===== config.mk =====
export PLATFORM = sky130hd
export DESIGN_NAME = vcrd_decoder
export DESIGN_NICKNAME = d
export VERILOG_FILES = /design/src/design/vcrd_pkg.sv /design/src/design/vcrd_decoder.sv
export SDC_FILE = /design/constraint.sdc
export NUM_CORES = 1
export LEC_CHECK = 0
export BUFFER_PORTS_ARGS = -buffer_cell sky130_fd_sc_hd__buf_2
export CAP_MARGIN = 20
export CELL_PAD_IN_SITES_DETAIL_PLACEMENT = 1
export CELL_PAD_IN_SITES_GLOBAL_PLACEMENT = 1
export CORE_ASPECT_RATIO = 1.4
export CORE_MARGIN = 3
export CORE_UTILIZATION = 33
export CTS_CLUSTER_DIAMETER = 200
export CTS_CLUSTER_SIZE = 8
export DETAILED_ROUTE_END_ITERATION = 10
export PLACE_DENSITY = 0.76
export SLEW_MARGIN = 20
export SYNTH_ARGS = -nofsm -noshare
export SYNTH_HDL_FRONTEND = slang
export SYNTH_SLANG_ARGS = --single-unit

===== constraint.sdc =====
create_clock -name core_clk -period 1.5 [get_ports core_clk]
set_input_delay 0.225 -clock core_clk [delete_from_list [all_inputs] [get_ports core_clk]]
set_output_delay 0.225 -clock core_clk [all_outputs]
set_load 0.01 [all_outputs]

===== src/design/vcrd_pkg.sv =====
// package: command codes, register addresses and carriers for the valve command decoder
package vcrd_pkg;
    // command register values
    localparam logic [15:0] VCRD_CMD_NULL = 16'h0000;
    localparam logic [15:0] VCRD_CMD_OPEN = 16'h0100;
    localparam logic [15:0] VCRD_CMD_STOP = 16'h0200;
    localparam logic [15:0] VCRD_CMD_CLOSE = 16'h0300;
    localparam logic [15:0] VCRD_CMD_RESET = 16'h0400;
    localparam logic [15:0] VCRD_CMD_SHUTDOWN_START = 16'h0500;
    localparam logic [15:0] VCRD_CMD_SHUTDOWN_STOP = 16'h0600;
    localparam logic [7:0] VCRD_HI_ENGAGE_1 = 8'h09;
    localparam logic [7:0] VCRD_HI_ENGAGE_7 = 8'h0F;
    localparam logic [7:0] VCRD_HI_DISENGAGE_1 = 8'h11;
    localparam logic [7:0] VCRD_HI_DISENGAGE_7 = 8'h17;
    localparam logic [15:0] VCRD_CMD_MOVE_EN = 16'h1A00;
    localparam logic [15:0] VCRD_CMD_ENGAGE_8 = 16'h1B00;
    localparam logic [15:0] VCRD_CMD_DISENGAGE_8 = 16'h1C00;
    localparam logic [7:0] VCRD_HI_SINGLE_MOVE = 8'h4B;
    localparam logic [15:0] VCRD_POS_MAX = 16'h0064;
    // register addresses of field unit 50
    localparam logic [15:0] VCRD_ADDR_CMD = 16'h13B9;
    localparam logic [15:0] VCRD_ADDR_ARG = 16'h13BA;
    // reset values
    localparam logic [7:0] VCRD_RELAY_RST = 8'h00;
    localparam logic [6:0] VCRD_POS_RST = 7'h00;
    localparam logic [15:0] VCRD_ARG_RST = 16'h0000;

    // action pulses toward the actuator
    typedef struct packed {
        logic open;
        logic stop;
        logic close;
        logic reset;
        logic shutdown_start;
        logic shutdown_stop;
        logic move;
    } vcrd_action_t;

    // register preset from the bus front end
    typedef struct packed {
        logic valid;
        logic [15:0] addr;
        logic [15:0] data;
    } vcrd_write_t;
endpackage


===== src/design/vcrd_decoder.sv =====
// module: valve command register decoder
`timescale 1ns/1ns

module vcrd_decoder import vcrd_pkg::*; (
    // clock and reset
    input wire logic core_clk,
    input wire logic rst_n,
    // register preset
    input vcrd_write_t wr,
    // actuator side
    output vcrd_action_t action_q,
    output logic [6:0] position_q,
    output logic [7:0] relay_q,
    output logic emergency_shutdown_q,
    output logic [15:0] arg_q
);
    // ==========================================
    // write strobes
    logic cmd_wr;
    logic arg_wr;
    logic [7:0] hi;
    logic [7:0] lo;
    logic lo_zero;

    assign cmd_wr = wr.valid && (wr.addr == VCRD_ADDR_CMD);
    assign arg_wr = wr.valid && (wr.addr == VCRD_ADDR_ARG);
    assign hi = wr.data[15:8];
    assign lo = wr.data[7:0];
    assign lo_zero = (lo == 8'h00);

    // ==========================================
    // whole-word commands
    logic is_null;
    logic is_open;
    logic is_stop;
    logic is_close;
    logic is_reset;
    logic is_shutdown_start;
    logic is_shutdown_stop;
    logic is_move_en;
    always_comb begin
        is_null = 1'b0;
        is_open = 1'b0;
        is_stop = 1'b0;
        is_close = 1'b0;
        is_reset = 1'b0;
        is_shutdown_start = 1'b0;
        is_shutdown_stop = 1'b0;
        is_move_en = 1'b0;
        if (cmd_wr) begin
            case (wr.data)
                VCRD_CMD_NULL: begin
                    is_null = 1'b1;
                end
                VCRD_CMD_OPEN: begin
                    is_open = 1'b1;
                end
                VCRD_CMD_STOP: begin
                    is_stop = 1'b1;
                end
                VCRD_CMD_CLOSE: begin
                    is_close = 1'b1;
                end
                VCRD_CMD_RESET: begin
                    is_reset = 1'b1;
                end
                VCRD_CMD_SHUTDOWN_START: begin
                    is_shutdown_start = 1'b1;
                end
                VCRD_CMD_SHUTDOWN_STOP: begin
                    is_shutdown_stop = 1'b1;
                end
                VCRD_CMD_MOVE_EN: begin
                    is_move_en = 1'b1;
                end
                default: begin
                    is_null = 1'b0;
                end
            endcase
        end
    end

    // ==========================================
    // move requests
    logic arg_ok;
    logic lo_ok;
    logic is_single;
    logic two_step_go;
    logic one_step_go;
    logic move_go;
    logic [6:0] move_target;

    assign arg_ok = (arg_q <= VCRD_POS_MAX);
    assign lo_ok = ({8'h00, lo} <= VCRD_POS_MAX);
    assign is_single = cmd_wr && (hi == VCRD_HI_SINGLE_MOVE);
    // an out-of-range position is dropped whole rather than clipped
    assign two_step_go = is_move_en && arg_ok;
    assign one_step_go = is_single && lo_ok;
    assign move_go = two_step_go || one_step_go;

    always_comb begin
        move_target = VCRD_POS_RST;
        if (one_step_go) begin
            move_target = lo[6:0];
        end else if (two_step_go) begin
            move_target = arg_q[6:0];
        end
    end

    // ==========================================
    // relay commands
    logic engage_band;
    logic disengage_band;
    logic [7:0] engage_idx;
    logic [7:0] disengage_idx;
    logic [7:0] engage;
    logic [7:0] disengage;

    // a relay code with a nonzero low byte is no relay code at all
    assign engage_band = cmd_wr && lo_zero
        && (hi >= VCRD_HI_ENGAGE_1) && (hi <= VCRD_HI_ENGAGE_7);
    assign disengage_band = cmd_wr && lo_zero
        && (hi >= VCRD_HI_DISENGAGE_1) && (hi <= VCRD_HI_DISENGAGE_7);
    assign engage_idx = hi - VCRD_HI_ENGAGE_1;
    assign disengage_idx = hi - VCRD_HI_DISENGAGE_1;
    always_comb begin
        engage = 8'h00;
        disengage = 8'h00;
        for (int k = 0; k < 7; k++) begin
            engage[k] = engage_band && (engage_idx == 8'(k));
            disengage[k] = disengage_band && (disengage_idx == 8'(k));
        end
        engage[7] = cmd_wr && (wr.data == VCRD_CMD_ENGAGE_8);
        disengage[7] = cmd_wr && (wr.data == VCRD_CMD_DISENGAGE_8);
    end

    // ==========================================
    // listed commands
    logic listed;
    logic acts;

    assign listed = is_null || is_open || is_stop || is_close || is_reset
        || is_shutdown_start || is_shutdown_stop || move_go
        || (|engage) || (|disengage);
    assign acts = listed && !is_null;

    // ==========================================
    // argument register
    always_ff @(posedge core_clk or negedge rst_n) begin
        if (!rst_n) begin
            arg_q <= VCRD_ARG_RST;
        end else if (arg_wr) begin
            arg_q <= wr.data;
        end
    end

    // ==========================================
    // action pulses
    always_ff @(posedge core_clk or negedge rst_n) begin
        if (!rst_n) begin
            action_q <= '0;
        end else begin
            action_q <= '0;
            if (acts) begin
                action_q.open <= is_open;
                action_q.stop <= is_stop;
                action_q.close <= is_close;
                action_q.reset <= is_reset;
                action_q.shutdown_start <= is_shutdown_start;
                action_q.shutdown_stop <= is_shutdown_stop;
                action_q.move <= move_go;
            end
        end
    end

    // ==========================================
    // target position
    always_ff @(posedge core_clk or negedge rst_n) begin
        if (!rst_n) begin
            position_q <= VCRD_POS_RST;
        end else if (move_go) begin
            position_q <= move_target;
        end
    end

    // ==========================================
    // relays
    always_ff @(posedge core_clk or negedge rst_n) begin
        if (!rst_n) begin
            relay_q <= VCRD_RELAY_RST;
        end else begin
            for (int k = 0; k < 8; k++) begin
                if (engage[k]) begin
                    relay_q[k] <= 1'b1;
                end else if (disengage[k]) begin
                    relay_q[k] <= 1'b0;
                end
            end
        end
    end

    // ==========================================
    // shutdown state
    always_ff @(posedge core_clk or negedge rst_n) begin
        if (!rst_n) begin
            emergency_shutdown_q <= 1'b0;
        end else if (is_shutdown_start) begin
            emergency_shutdown_q <= 1'b1;
        end else if (is_shutdown_stop) begin
            emergency_shutdown_q <= 1'b0;
        end
    end
endmodule


==> run metrics, run 1 <==
status=complete, but fails checks; violated checks=setup timing; worst r2r src=arg_q[10]$_DFFE_PN0P_; Placed Cells incl. Taps=352; sw frac=24.12%; antenna violations before repair=0; EDFF count, synth=0; Synth warnings=0; Root Buffer=clkbuf_8; Final Util=54.46%; flops & latches, synth=39; slowest stage delay, CP=0.60 ns; first-pass GRT wire length=10260 µm; CP delay by family, top=simple AND/OR/NAND/NOR gates; Rel. slew slack=70.39%; WP buf/inv=0; Sw Pwr=0.5214 mW; leakage=1.560 nW; final hold vios=0; Seq/Total Area, Yosys=52.31%; Critical Path Stages=5; Setup violations, final=15; startpoint types=flip-flop; fill cell count=619; Detail Placement HPWL=4845 µm; antenna cells=0; CTS tree=done; IO Count=74; Cells after Synth=167; crit-path max FO=8; CORE AREA=0.005314 mm²; Multi-input gate area=899.6 µm²; Period minus WS final=1.722 ns; Site Rows=31; Max Cap Violations=0; global-route usage over all layers=20.02%; first drt pass iteration count=4; initial core utilization=35.11%; DR vias/cell=5.218; worst reg2reg path depth=5; final net count=331; clock sinks=39; critical path type=flip-flop to flip-flop; synthesized area=0.001866 mm²; # port buffers=73; Net Count, Synth=202; WP data required=1.69 ns; worst slew pin tran=0.4442 ns; Mean Syn Cell Area=11.17 µm²; Synth cell types=35; critical path arrival=1.91 ns; GR Overflow Total=0; Die Wd=69.55 µm; Hold WS=0.1761 ns; post-route ant nets=0; unrepaired setup endpoints after global routing=yes; Logic pwr share=9.6%; Hold Crit Class=primary input to flip-flop; H-tree depth=2; Initial DRC Count=108; largest net degree at the start of global routing=23; VDD IR-drop max=448.3 µV; layout cells sized above 1=57.58%; critical path, cell by cell=nor4_2 -> nand4_1 -> or4_4 -> nand3_1 -> nand2_1; end of the critical path=position_q[4]$_DFFE_PN0P_; Clock Skew=0.006531 ns; Critical Path Start=arg_q[10]$_DFFE_PN0P_; final RePlAce weighted congestion=0.7607; dpl ws=-0.3552 ns; crit end category=flip-flop; die area=0.006604 mm²; sequential share of power=48.6%; DRC viols=0; routed vias=1894; worst skew pair latency=0.30 ns; Area Growth Syn to Fin=55.13%; Primary FF master, synth=dfrtp_1; number of buffers created by CTS=5; Clk pwr share=41.8%; Max Fclk=580.6 MHz; Clk pin slew, worst setup/hold paths=0.08 ns; setup ws final=-0.2223 ns; Slew Limit Fails=0; Max clock buf depth=2; pwr/cell area=747.0 mW/mm²; final critical-path share of the clock period=114.8%; Non-Filler Instances=363; FF/Latch Area=975.9 µm²; vias in the first global route=2050; Tot Pwr=2.162 mW; WL final=6433 µm; Reg2Reg Setup Slack=-0.22 ns; FF-to-FF End=position_q[4]$_DFFE_PN0P_; critical path's slowest cell=or4_4; Die Y=94.96 µm; P_int=1.640 mW; routed len/inst=17.72 µm; fraction of registers with async set/reset=100.0%
==> Yosys cell counts, types with 2 or more instances <==
library cell   n  share of area [%]
a21oi_1        5                1.3
a22oi_1        7                2.8
a31oi_1        3                1.0
a32o_1         4                2.1
and4b_1        3                1.6
buf_2          4                1.1
buf_6          2                1.2
clkbuf_1       2               0.40
dfrtp_1       39                 52
inv_1          3               0.60
mux2_2        14                8.5
nand2_1       16                3.2
nand3_1       11                3.0
nand4_1        3                1.0
nor2_1        13                2.6
nor2b_1        3                1.0
nor3_1         3               0.80
nor4_1         4                1.3
nor4_2         4                2.7
o21ai_0        5                1.3
o31ai_1        3                1.2
or4_1          2               0.80
or4_4          2                1.2
==> per-layer routing <==
| layer | global-route usage, % | wire (µm) | up-vias |
|---|---|---|---|
| met2 | 38.77 | 3659 | 55 |
| met4 | 5.863 | 115 | 0 |
| met1 | 21.86 | 2366 | 946 |
| li1 | - | - | 883 |
| met3 | 3.940 | 292 | 10 |
| met5 | 0 | 0 | - |
==> how the worst min path moves through the flow <==
stage / startpoint / end / slack [ns] / cells past startpoint
after global routing: wr[13] / arg_q[13]$_DFFE_PN0P_ / 0.19 / 2
after floorplan: rst_n / action_q[0]$_DFF_PN0_ / -0.07 / 0
final: wr[13] / arg_q[13]$_DFFE_PN0P_ / 0.18 / 2
after CTS: wr[13] / arg_q[13]$_DFFE_PN0P_ / 0.18 / 2
after global placement: rst_n / position_q[5]$_DFFE_PN0P_ / 0.18 / 1
after detailed placement: rst_n / arg_q[6]$_DFFE_PN0P_ / 0.19 / 1
==> worst register-to-register path, delay by kind of cell (launching register included) <==
kind          cells  cell delay (ns)
flops             1             0.40
simple gates      5             1.22
==> per-stage QoR <==
stage               setup TNS [ns]  cell area [µm²]
finish                      -1.752             2894
global route                -3.845             2894
CTS                         -1.871             2843
detailed placement          -10.15             2699
global placement            -9.088             2699
floorplan                   -2.838             1891
==> cell usage in the layout (no fill, tap or decap), types with 2 or more instances in the layout <==
cell type  count
and4b_1        3
inv_1          3
buf_2         73
clkbuf_8       5
nor4_4         4
buf_4         54
or4_4          3
dfrtp_1       39
mux2_2        14
o21ai_0        5
nor2b_1        3
nor2_1        12
nand3_1        9
a21oi_1        5
nor4_2         4
nand2_1       15
nor3_1         3
o31ai_1        2
a22oi_1        7
a31oi_1        3
a32o_1         4
nand3_2        2
nand4_1        3
==> logic make-up (layout without fill, tap and decap cells) <==
family | after synthesis | after routing | synth area share [%]
AND/OR/NAND/NOR | 73 | 73 | 24.82
buffers and inverters | 11 | 141 | 3.286
AO/OA/AOI/OAI | 30 | 30 | 11.13
flip-flops | 39 | 39 | 52.31
multiplexers | 14 | 14 | 8.451
==> registers in the layout, summed over array words and instances (netlist names) <==
signal / flops
action_q: 7
arg_q: 16
emergency_shutdown_q: 1
relay_q: 8
position_q: 7
==> power by group through the flow <==
stage	Sequential [mW]	Combinational [mW]	Clock, mW
global placement	1.07	0.192	0
finish	1.05	0.207	0.904
detailed placement	1.07	0.198	0
CTS	1.05	0.205	0.917
global route	1.05	0.227	0.956
floorplan	1.07	0.0464	0
==> what timing repair did <==
action,4_1_cts,5_1_grt
gates resized for setup,5,7
pin swaps,3,3
hold buffers,1,0
setup endpoints to repair,14,33
setup buffers,1,2
hold endpoints to repair,17,0
==> cell type report <==
cell class              count  share of cell area, %
well taps                  66                  2.853
flip-flops and latches     39                  33.72
multi-input cells         117                  31.09
clock buffers               5                  2.378
clock inverters             3                  1.513
repair buffers            130                  28.06
inverters                   3                 0.3891
Power figures use the tool's default switching activity.
==> inputs of run 2 (changes only) <==
--- a/config.mk
+++ b/config.mk
@@ -5,17 +5,18 @@
 export SDC_FILE = /design/constraint.sdc
 export NUM_CORES = 1
 export LEC_CHECK = 0
+export ABC_AREA = 1
 export BUFFER_PORTS_ARGS = -buffer_cell sky130_fd_sc_hd__buf_2
 export CAP_MARGIN = 20
 export CELL_PAD_IN_SITES_DETAIL_PLACEMENT = 1
 export CELL_PAD_IN_SITES_GLOBAL_PLACEMENT = 1
 export CORE_ASPECT_RATIO = 1.4
 export CORE_MARGIN = 3
-export CORE_UTILIZATION = 33
+export CORE_UTILIZATION = 31
 export CTS_CLUSTER_DIAMETER = 200
 export CTS_CLUSTER_SIZE = 8
 export DETAILED_ROUTE_END_ITERATION = 10
-export PLACE_DENSITY = 0.76
+export PLACE_DENSITY = 0.75
 export SLEW_MARGIN = 20
 export SYNTH_ARGS = -nofsm -noshare
 export SYNTH_HDL_FRONTEND = slang
==> run 2 against run 1 <==
First-iteration DRC count fell by 18%. Combinational power rose by 10%. Wire length rose by 16%. Critical path type unchanged. Power fell by 4.4%. The run ends with hold timing left. Sequential power barely moved. Clock power fell by 13%. Largest power group unchanged. Largest cell class is now multi-input combinational cells. Global-route usage fell by 1.2 points. Highest routed layer unchanged.
==> run metrics, run 2 <==
die area=0.008196 mm² (was 0.006604 mm²); IO Count=74 (unchanged); Post-Synth Adder-Cell Area=0% (unchanged); final critical-path share of the clock period=93.70% (was 114.8%); flops & latches, synth=39 (unchanged); DR vias/cell=4.642 (was 5.218); post-route ant nets=0 (unchanged); Sw Pwr=0.5047 mW (was 0.5214 mW); setup ws final=0.09450 ns (was -0.2223 ns); pwr/cell area=637.0 mW/mm² (was 747.0 mW/mm²); leakage=1.834 nW (was 1.560 nW); # port buffers=73 (unchanged); number of buffers created by CTS=5 (unchanged); Net Count, Synth=350 (was 202); critical path, cell by cell=buf_4 -> buf_4 -> nor4_1 -> nand4_1 -> nor2_2 -> nand2_1 -> nand2_1 (was nor4_2 -> nand4_1 -> or4_4 -> nand3_1 -> nand2_1); Slew Limit Fails=0 (unchanged); clock sinks=39 (unchanged); Critical Path Start=arg_q[7]$_DFFE_PN0P_ (was arg_q[10]$_DFFE_PN0P_); Rel. slew slack=65.20% (was 70.39%); sequential share of power=50.8% (was 48.6%); crit-path max FO=4 (was 8); Post-Synth XOR/XNOR Area=0% (unchanged); Hold WS=-0.006344 ns (was 0.1761 ns); layout cells sized above 1=36.02% (was 57.58%); Biggest register=arg_q (unchanged); slowest stage delay, CP=0.45 ns (was 0.60 ns); Period minus WS final=1.406 ns (was 1.722 ns); Max clock buf depth=2 (unchanged); most frequent cells in the layout=nand2_1, buf_2, buf_4 (was buf_2, buf_4, dfrtp_1); Synth cell types=26 (was 35); FF-to-FF End=action_q[0]$_DFF_PN0_ (was position_q[4]$_DFFE_PN0P_); critical path's slowest cell=dfrtp_2 (was or4_4); H-tree depth=2 (unchanged); max FFs per register=16 (unchanged); initial core utilization=32.78% (was 35.11%); critical path arrival=1.64 ns (was 1.91 ns); worst r2r src=arg_q[7]$_DFFE_PN0P_ (was arg_q[10]$_DFFE_PN0P_); Tot Pwr=2.067 mW (was 2.162 mW); Initial DRC Count=89 (was 108); Seq/Total Area, Yosys=44.14% (was 52.31%); Die Y=105.9 µm (was 94.96 µm); Clock Skew=0.002650 ns (was 0.006531 ns); Area Growth Syn to Fin=46.80% (was 55.13%); startpoint types=flip-flop (unchanged); fraction of registers with async set/reset=100.0% (unchanged); sw frac=24.41% (was 24.12%); fill cell count=940 (was 619); largest net degree at the start of global routing=40 (was 23); WP data required=1.73 ns (was 1.69 ns); DRC viols=0 (unchanged); first-pass GRT wire length=12430 µm (was 10260 µm); P_int=1.563 mW (was 1.640 mW); largest registers=arg_q (16), relay_q (8) (unchanged); routed len/inst=13.83 µm (was 17.72 µm); Hold Crit Class=primary input to async pin (was primary input to flip-flop); proportion of synthesized area in mux cells=0% (was 8.451%); final RePlAce weighted congestion=0.8803 (was 0.7607); VDD IR-drop max=420.2 µV (was 448.3 µV); end of the critical path=action_q[0]$_DFF_PN0_ (was position_q[4]$_DFFE_PN0P_); Critical Path Stages=7 (was 5); Setup violations, final=0 (was 15); main combinational cell family by area after synthesis=simple AND/OR/NAND/NOR gates (unchanged); first drt pass iteration count=4 (unchanged); CTS tree=done (unchanged); dpl ws=-0.01233 ns (was -0.3552 ns); antenna violations before repair=0 (unchanged); most common cell after layout, fill and taps aside=nand2_1 (was buf_2); Reg2Reg Setup Slack=0.09 ns (was -0.22 ns); Synth warnings=0 (unchanged); status=complete, but fails checks (unchanged); Mean Syn Cell Area=7.019 µm² (was 11.17 µm²); Final Util=48.13% (was 54.46%); post-synth top area cell=dfrtp_1 (unchanged); GR Overflow Total=0 (unchanged); Die Wd=77.38 µm (was 69.55 µm); WP buf/inv=2 (was 0); WL final=7456 µm (was 6433 µm); violated checks=hold timing (was setup timing); top cells by area, synth=dfrtp_1, nand2_1, nand3_1, nor2_1, inv_1 (was dfrtp_1, mux2_2, nand2_1, nand3_1, a22oi_1); antenna cells=0 (unchanged); final net count=481 (was 331); Clk pwr share=38.2% (was 41.8%); CORE AREA=0.006744 mm² (was 0.005314 mm²); vias in the first global route=2673 (was 2050); worst slew pin tran=0.5219 ns (was 0.4442 ns); CP delay by family, top=simple AND/OR/NAND/NOR gates (unchanged); post-cts hold buffer count=0 (was 1); Cells after Synth=315 (was 167); Root Buffer=clkbuf_8 (unchanged); complex-gate fraction of the synthesized area=5.772% (was 11.13%); crit end category=flip-flop (unchanged); top cells by count, synth=nand2_1, nor2_1, inv_1, nand3_1, dfrtp_1 (was dfrtp_1, nand2_1, mux2_2, nor2_1, nand3_1); final hold vios=4 (was 0); Synth top area share=44.14% (was 52.31%); worst reg2reg path depth=7 (was 5); Primary FF master, synth=dfrtp_1 (unchanged); Site Rows=35 (was 31); unrepaired setup endpoints after global routing=yes (unchanged); critical path type=flip-flop to flip-flop (unchanged); EDFF count, synth=0 (unchanged); most common cell in the synthesized netlist=nand2_1 (was dfrtp_1); Clk pin slew, worst setup/hold paths=0.08 ns (about the same); Logic pwr share=11.0% (was 9.6%); Max Cap Violations=0 (unchanged); global-route usage over all layers=18.83% (was 20.02%); post-synthesis simple-gate area fraction=40.86% (was 24.82%); Detail Placement HPWL=6181 µm (was 4845 µm); routed vias=2502 (was 1894); synthesized area=0.002211 mm² (was 0.001866 mm²); worst skew pair latency=0.29 ns (was 0.30 ns); Max Fclk=711.5 MHz (was 580.6 MHz)
## run 2: metrics by stage
step	TNS (ns)	std cells	instance area [µm²]
2_1_floorplan	0	315	2211
6_report	0	539	3246
5_1_grt	-0.09698	539	3246
3_5_place_dp	-0.03893	528	3070
3_3_place_gp	0	528	3070
4_1_cts	0	536	3173
## run 2: worst min-delay path by stage
stage	start	cells past startpoint	end
finish	rst_n	2	position_q[2]$_DFFE_PN0P_
global route	rst_n	2	position_q[4]$_DFFE_PN0P_
CTS	rst_n	2	position_q[4]$_DFFE_PN0P_
detailed placement	rst_n	2	position_q[1]$_DFFE_PN0P_
global placement	rst_n	2	position_q[1]$_DFFE_PN0P_
floorplan	rst_n	0	action_q[0]$_DFF_PN0_
## run 2: per-layer routing
metal	up-vias	global-route usage, %	routed length [µm]
li1	1265	-	-
met1	1178	20.49	2946
met2	51	36.71	4183
met3	8	2.797	241
met4	0	5.725	85
met5	-	0	0
## run 2: repair_timing
action,CTS,global route
pin swaps,0,5
cloned,0,0
setup buffers,0,3
resized for setup,1,15
setup endpoints to repair,3,7
## run 2: power groups by stage
stage	Clock (mW)	Sequential [mW]	Combinational, mW
final	0.789	1.05	0.228
after floorplan	0	1.07	0.0728
after CTS	0.817	1.05	0.232
after global routing	0.875	1.05	0.256
after detailed placement	0	1.07	0.231
after global placement	0	1.07	0.222
## run 2: layout make-up
| class | instances | area (µm²) | area share (%) |
|---|---|---|---|
| multi-input cells | 225 | 1079 | 33.23 |
| clock buffers | 8 | 100.1 | 3.084 |
| flip-flops and latches | 39 | 977.2 | 30.11 |
| repair buffers | 129 | 802.0 | 24.71 |
| well taps | 92 | 115.1 | 3.547 |
| inverters | 46 | 172.7 | 5.320 |
## run 2: cell families after synthesis
family | Yosys count
compound gates | 24
buf+inv | 51
simple gates | 201
flops | 39
==> inputs of run 3 (changes only) <==
--- a/config.mk
+++ b/config.mk
@@ -8,7 +8,7 @@
 export ABC_AREA = 1
 export BUFFER_PORTS_ARGS = -buffer_cell sky130_fd_sc_hd__buf_2
 export CAP_MARGIN = 20
-export CELL_PAD_IN_SITES_DETAIL_PLACEMENT = 1
+export CELL_PAD_IN_SITES_DETAIL_PLACEMENT = 0
 export CELL_PAD_IN_SITES_GLOBAL_PLACEMENT = 1
 export CORE_ASPECT_RATIO = 1.4
 export CORE_MARGIN = 3
==> run 3 against run 2 <==
The flow still finishes with violations (hold timing). Flip-flop and latch count is the same. Global-route usage is 2.3 points lower. Fmax grew 3.6%.
==> run metrics, run 3 (synthesis results as in run 2) <==
status=complete, but fails checks (unchanged); violated checks=hold timing (unchanged); setup TNS=0 ns (unchanged); Tot Pwr=1.963 mW (was 2.067 mW); antenna cells=0 (unchanged); antenna violations before repair=0 (unchanged); DRC viols=0 (unchanged); post-route ant nets=0 (unchanged); IO Count=74 (unchanged); startpoint types=flip-flop (unchanged); crit-path max FO=5 (was 4); Hold Crit Class=primary input to async pin (unchanged); Biggest register=arg_q (unchanged); CTS tree=done (unchanged); most common cell after layout, fill and taps aside=nand2_1 (unchanged); vias in the first global route=2445 (was 2673); Die Y=105.9 µm (unchanged); Clk pin slew, worst setup/hold paths=0.08 ns (about the same); initial core utilization=32.78% (unchanged); Clock Skew=0.003601 ns (was 0.002650 ns); global-route usage over all layers=16.51% (was 18.83%); pwr/cell area=616.8 mW/mm² (was 637.0 mW/mm²); critical path, cell by cell=nor2_2 -> nand2_1 -> nor2_2 -> nand3_1 -> nand2_2 -> buf_6 -> nand3_1 -> nand2_1 -> inv_1 -> nand2_1 (was buf_4 -> buf_4 -> nor4_1 -> nand4_1 -> nor2_2 -> nand2_1 -> nand2_1); # port buffers=73 (unchanged); final RePlAce weighted congestion=0.8803 (unchanged); dpl cell area=0.003070 mm² (unchanged); slowest stage delay, CP=0.41 ns (was 0.45 ns); Die Wd=77.38 µm (unchanged); Detail Placement HPWL=5383 µm (was 6181 µm); WL final=6529 µm (was 7456 µm); Critical Path Start=arg_q[14]$_DFFE_PN0P_ (was arg_q[7]$_DFFE_PN0P_); Rel. slew slack=65.83% (was 65.20%); crit end category=flip-flop (unchanged); VDD IR-drop max=331.9 µV (was 420.2 µV); unrepaired setup endpoints after global routing=no (was yes); Period minus WS final=1.357 ns (was 1.406 ns); crit-path most repeated cell=nand2_1; largest net degree at the start of global routing=40 (unchanged); GR Overflow Total=0 (unchanged); CORE AREA=0.006744 mm² (unchanged); routed vias=2410 (was 2502); Max Cap Violations=0 (unchanged); Max clock buf depth=2 (unchanged); critical path type=flip-flop to flip-flop (unchanged); critical path's slowest cell=dfrtp_1 (was dfrtp_2); Initial DRC Count=61 (was 89); critical path arrival=1.59 ns (was 1.64 ns); final net count=479 (was 481); Slew Limit Fails=0 (unchanged); clock sinks=39 (unchanged); layout cells sized above 1=34.38% (was 36.02%); max FFs per register=16 (unchanged); most frequent cells in the layout=nand2_1, buf_2, buf_4 (unchanged); DR vias/cell=4.488 (was 4.642); H-tree depth=2 (unchanged); final critical-path share of the clock period=90.44% (was 93.70%); Site Rows=35 (unchanged); Root Buffer=clkbuf_8 (unchanged); Setup violations, final=0 (unchanged); Max Fclk=737.1 MHz (was 711.5 MHz); worst r2r src=arg_q[14]$_DFFE_PN0P_ (was arg_q[7]$_DFFE_PN0P_); WP data required=1.73 ns (about the same); worst skew pair latency=0.29 ns (about the same); Reg2Reg Setup Slack=0.14 ns (was 0.09 ns); first-pass GRT wire length=10940 µm (was 12430 µm); Final Util=47.20% (was 48.13%); Area Growth Syn to Fin=43.97% (was 46.80%); die area=0.008196 mm² (unchanged); final hold vios=2 (was 4); worst slew pin tran=0.5125 ns (was 0.5219 ns); routed len/inst=12.16 µm (was 13.83 µm); number of buffers created by CTS=5 (unchanged); post-route cell area=0.003183 mm² (was 0.003246 mm²); Hold WS=-0.001283 ns (was -0.006344 ns); first drt pass iteration count=4 (unchanged); leakage=1.806 nW (was 1.834 nW); largest registers=arg_q (16), relay_q (8) (unchanged)
[run 3: changes by cell type in the layout (fill, tap and decap cells not counted), sizes merged]
cell    change
buf         -2
clkbuf      -1
clkinv      +1
[run 3: timing repair]
item | in CTS | in global routing
resized for setup | 0 | 8
buffers inserted | 0 | 1
hold buffers | 0 | 0
setup endpoints to repair | 0 | 7
[run 3: final cells by class]
type | count | area (µm²)
Fill cell | 740 | 3561
Multi-Input combinational cell | 225 | 1051
Sequential cell | 39 | 975.9
Timing Repair Buffer | 127 | 787.0
Inverter | 46 | 172.7
Tap cell | 92 | 115.1
Clock buffer | 7 | 76.32
Clock inverter | 1 | 5.005
[run 3: critical path, delay by kind of cell, from the launching register on]
family	cells	cell delay, ns
buf+inv	2	0.15
flops	1	0.41
simple gates	8	0.73
[run 3: worst paths after layout]
kind                       cells past startpoint                         to
min                                            2  position_q[2]$_DFFE_PN0P_
min reg2reg                                    2     relay_q[1]$_DFFE_PN0P_
min in group core_clk                          3      arg_q[15]$_DFFE_PN0P_
max in group asynchronous                      2     relay_q[6]$_DFFE_PN0P_
max                                           10  position_q[2]$_DFFE_PN0P_
max reg2reg                                   10  position_q[2]$_DFFE_PN0P_
[run 3: per-layer routing]
layer / vias to the layer above / part of all wire (%) / wire length (µm) / global-route usage, %
met5: - / 0 / 0 / 0
met4: 0 / 0.70 / 46 / 4.326
met3: 5 / 4.5 / 295 / 3.220
met2: 60 / 54 / 3548 / 31.95
met1: 1080 / 40 / 2637 / 17.98
li1: 1265 / - / - / -
[run 3: stage by stage]
step                worst slack, ns  std cells
floorplan                    0.1081        315
global placement            0.04416        528
detailed placement          0.03771        528
CTS                         0.03636        536
global route               0.004449        537
finish                       0.1434        537
[run 3: report_power, final]
part	switching [mW]	internal [mW]
registers	0.000115	1.05
logic	0.130	0.0918
clock network	0.364	0.327
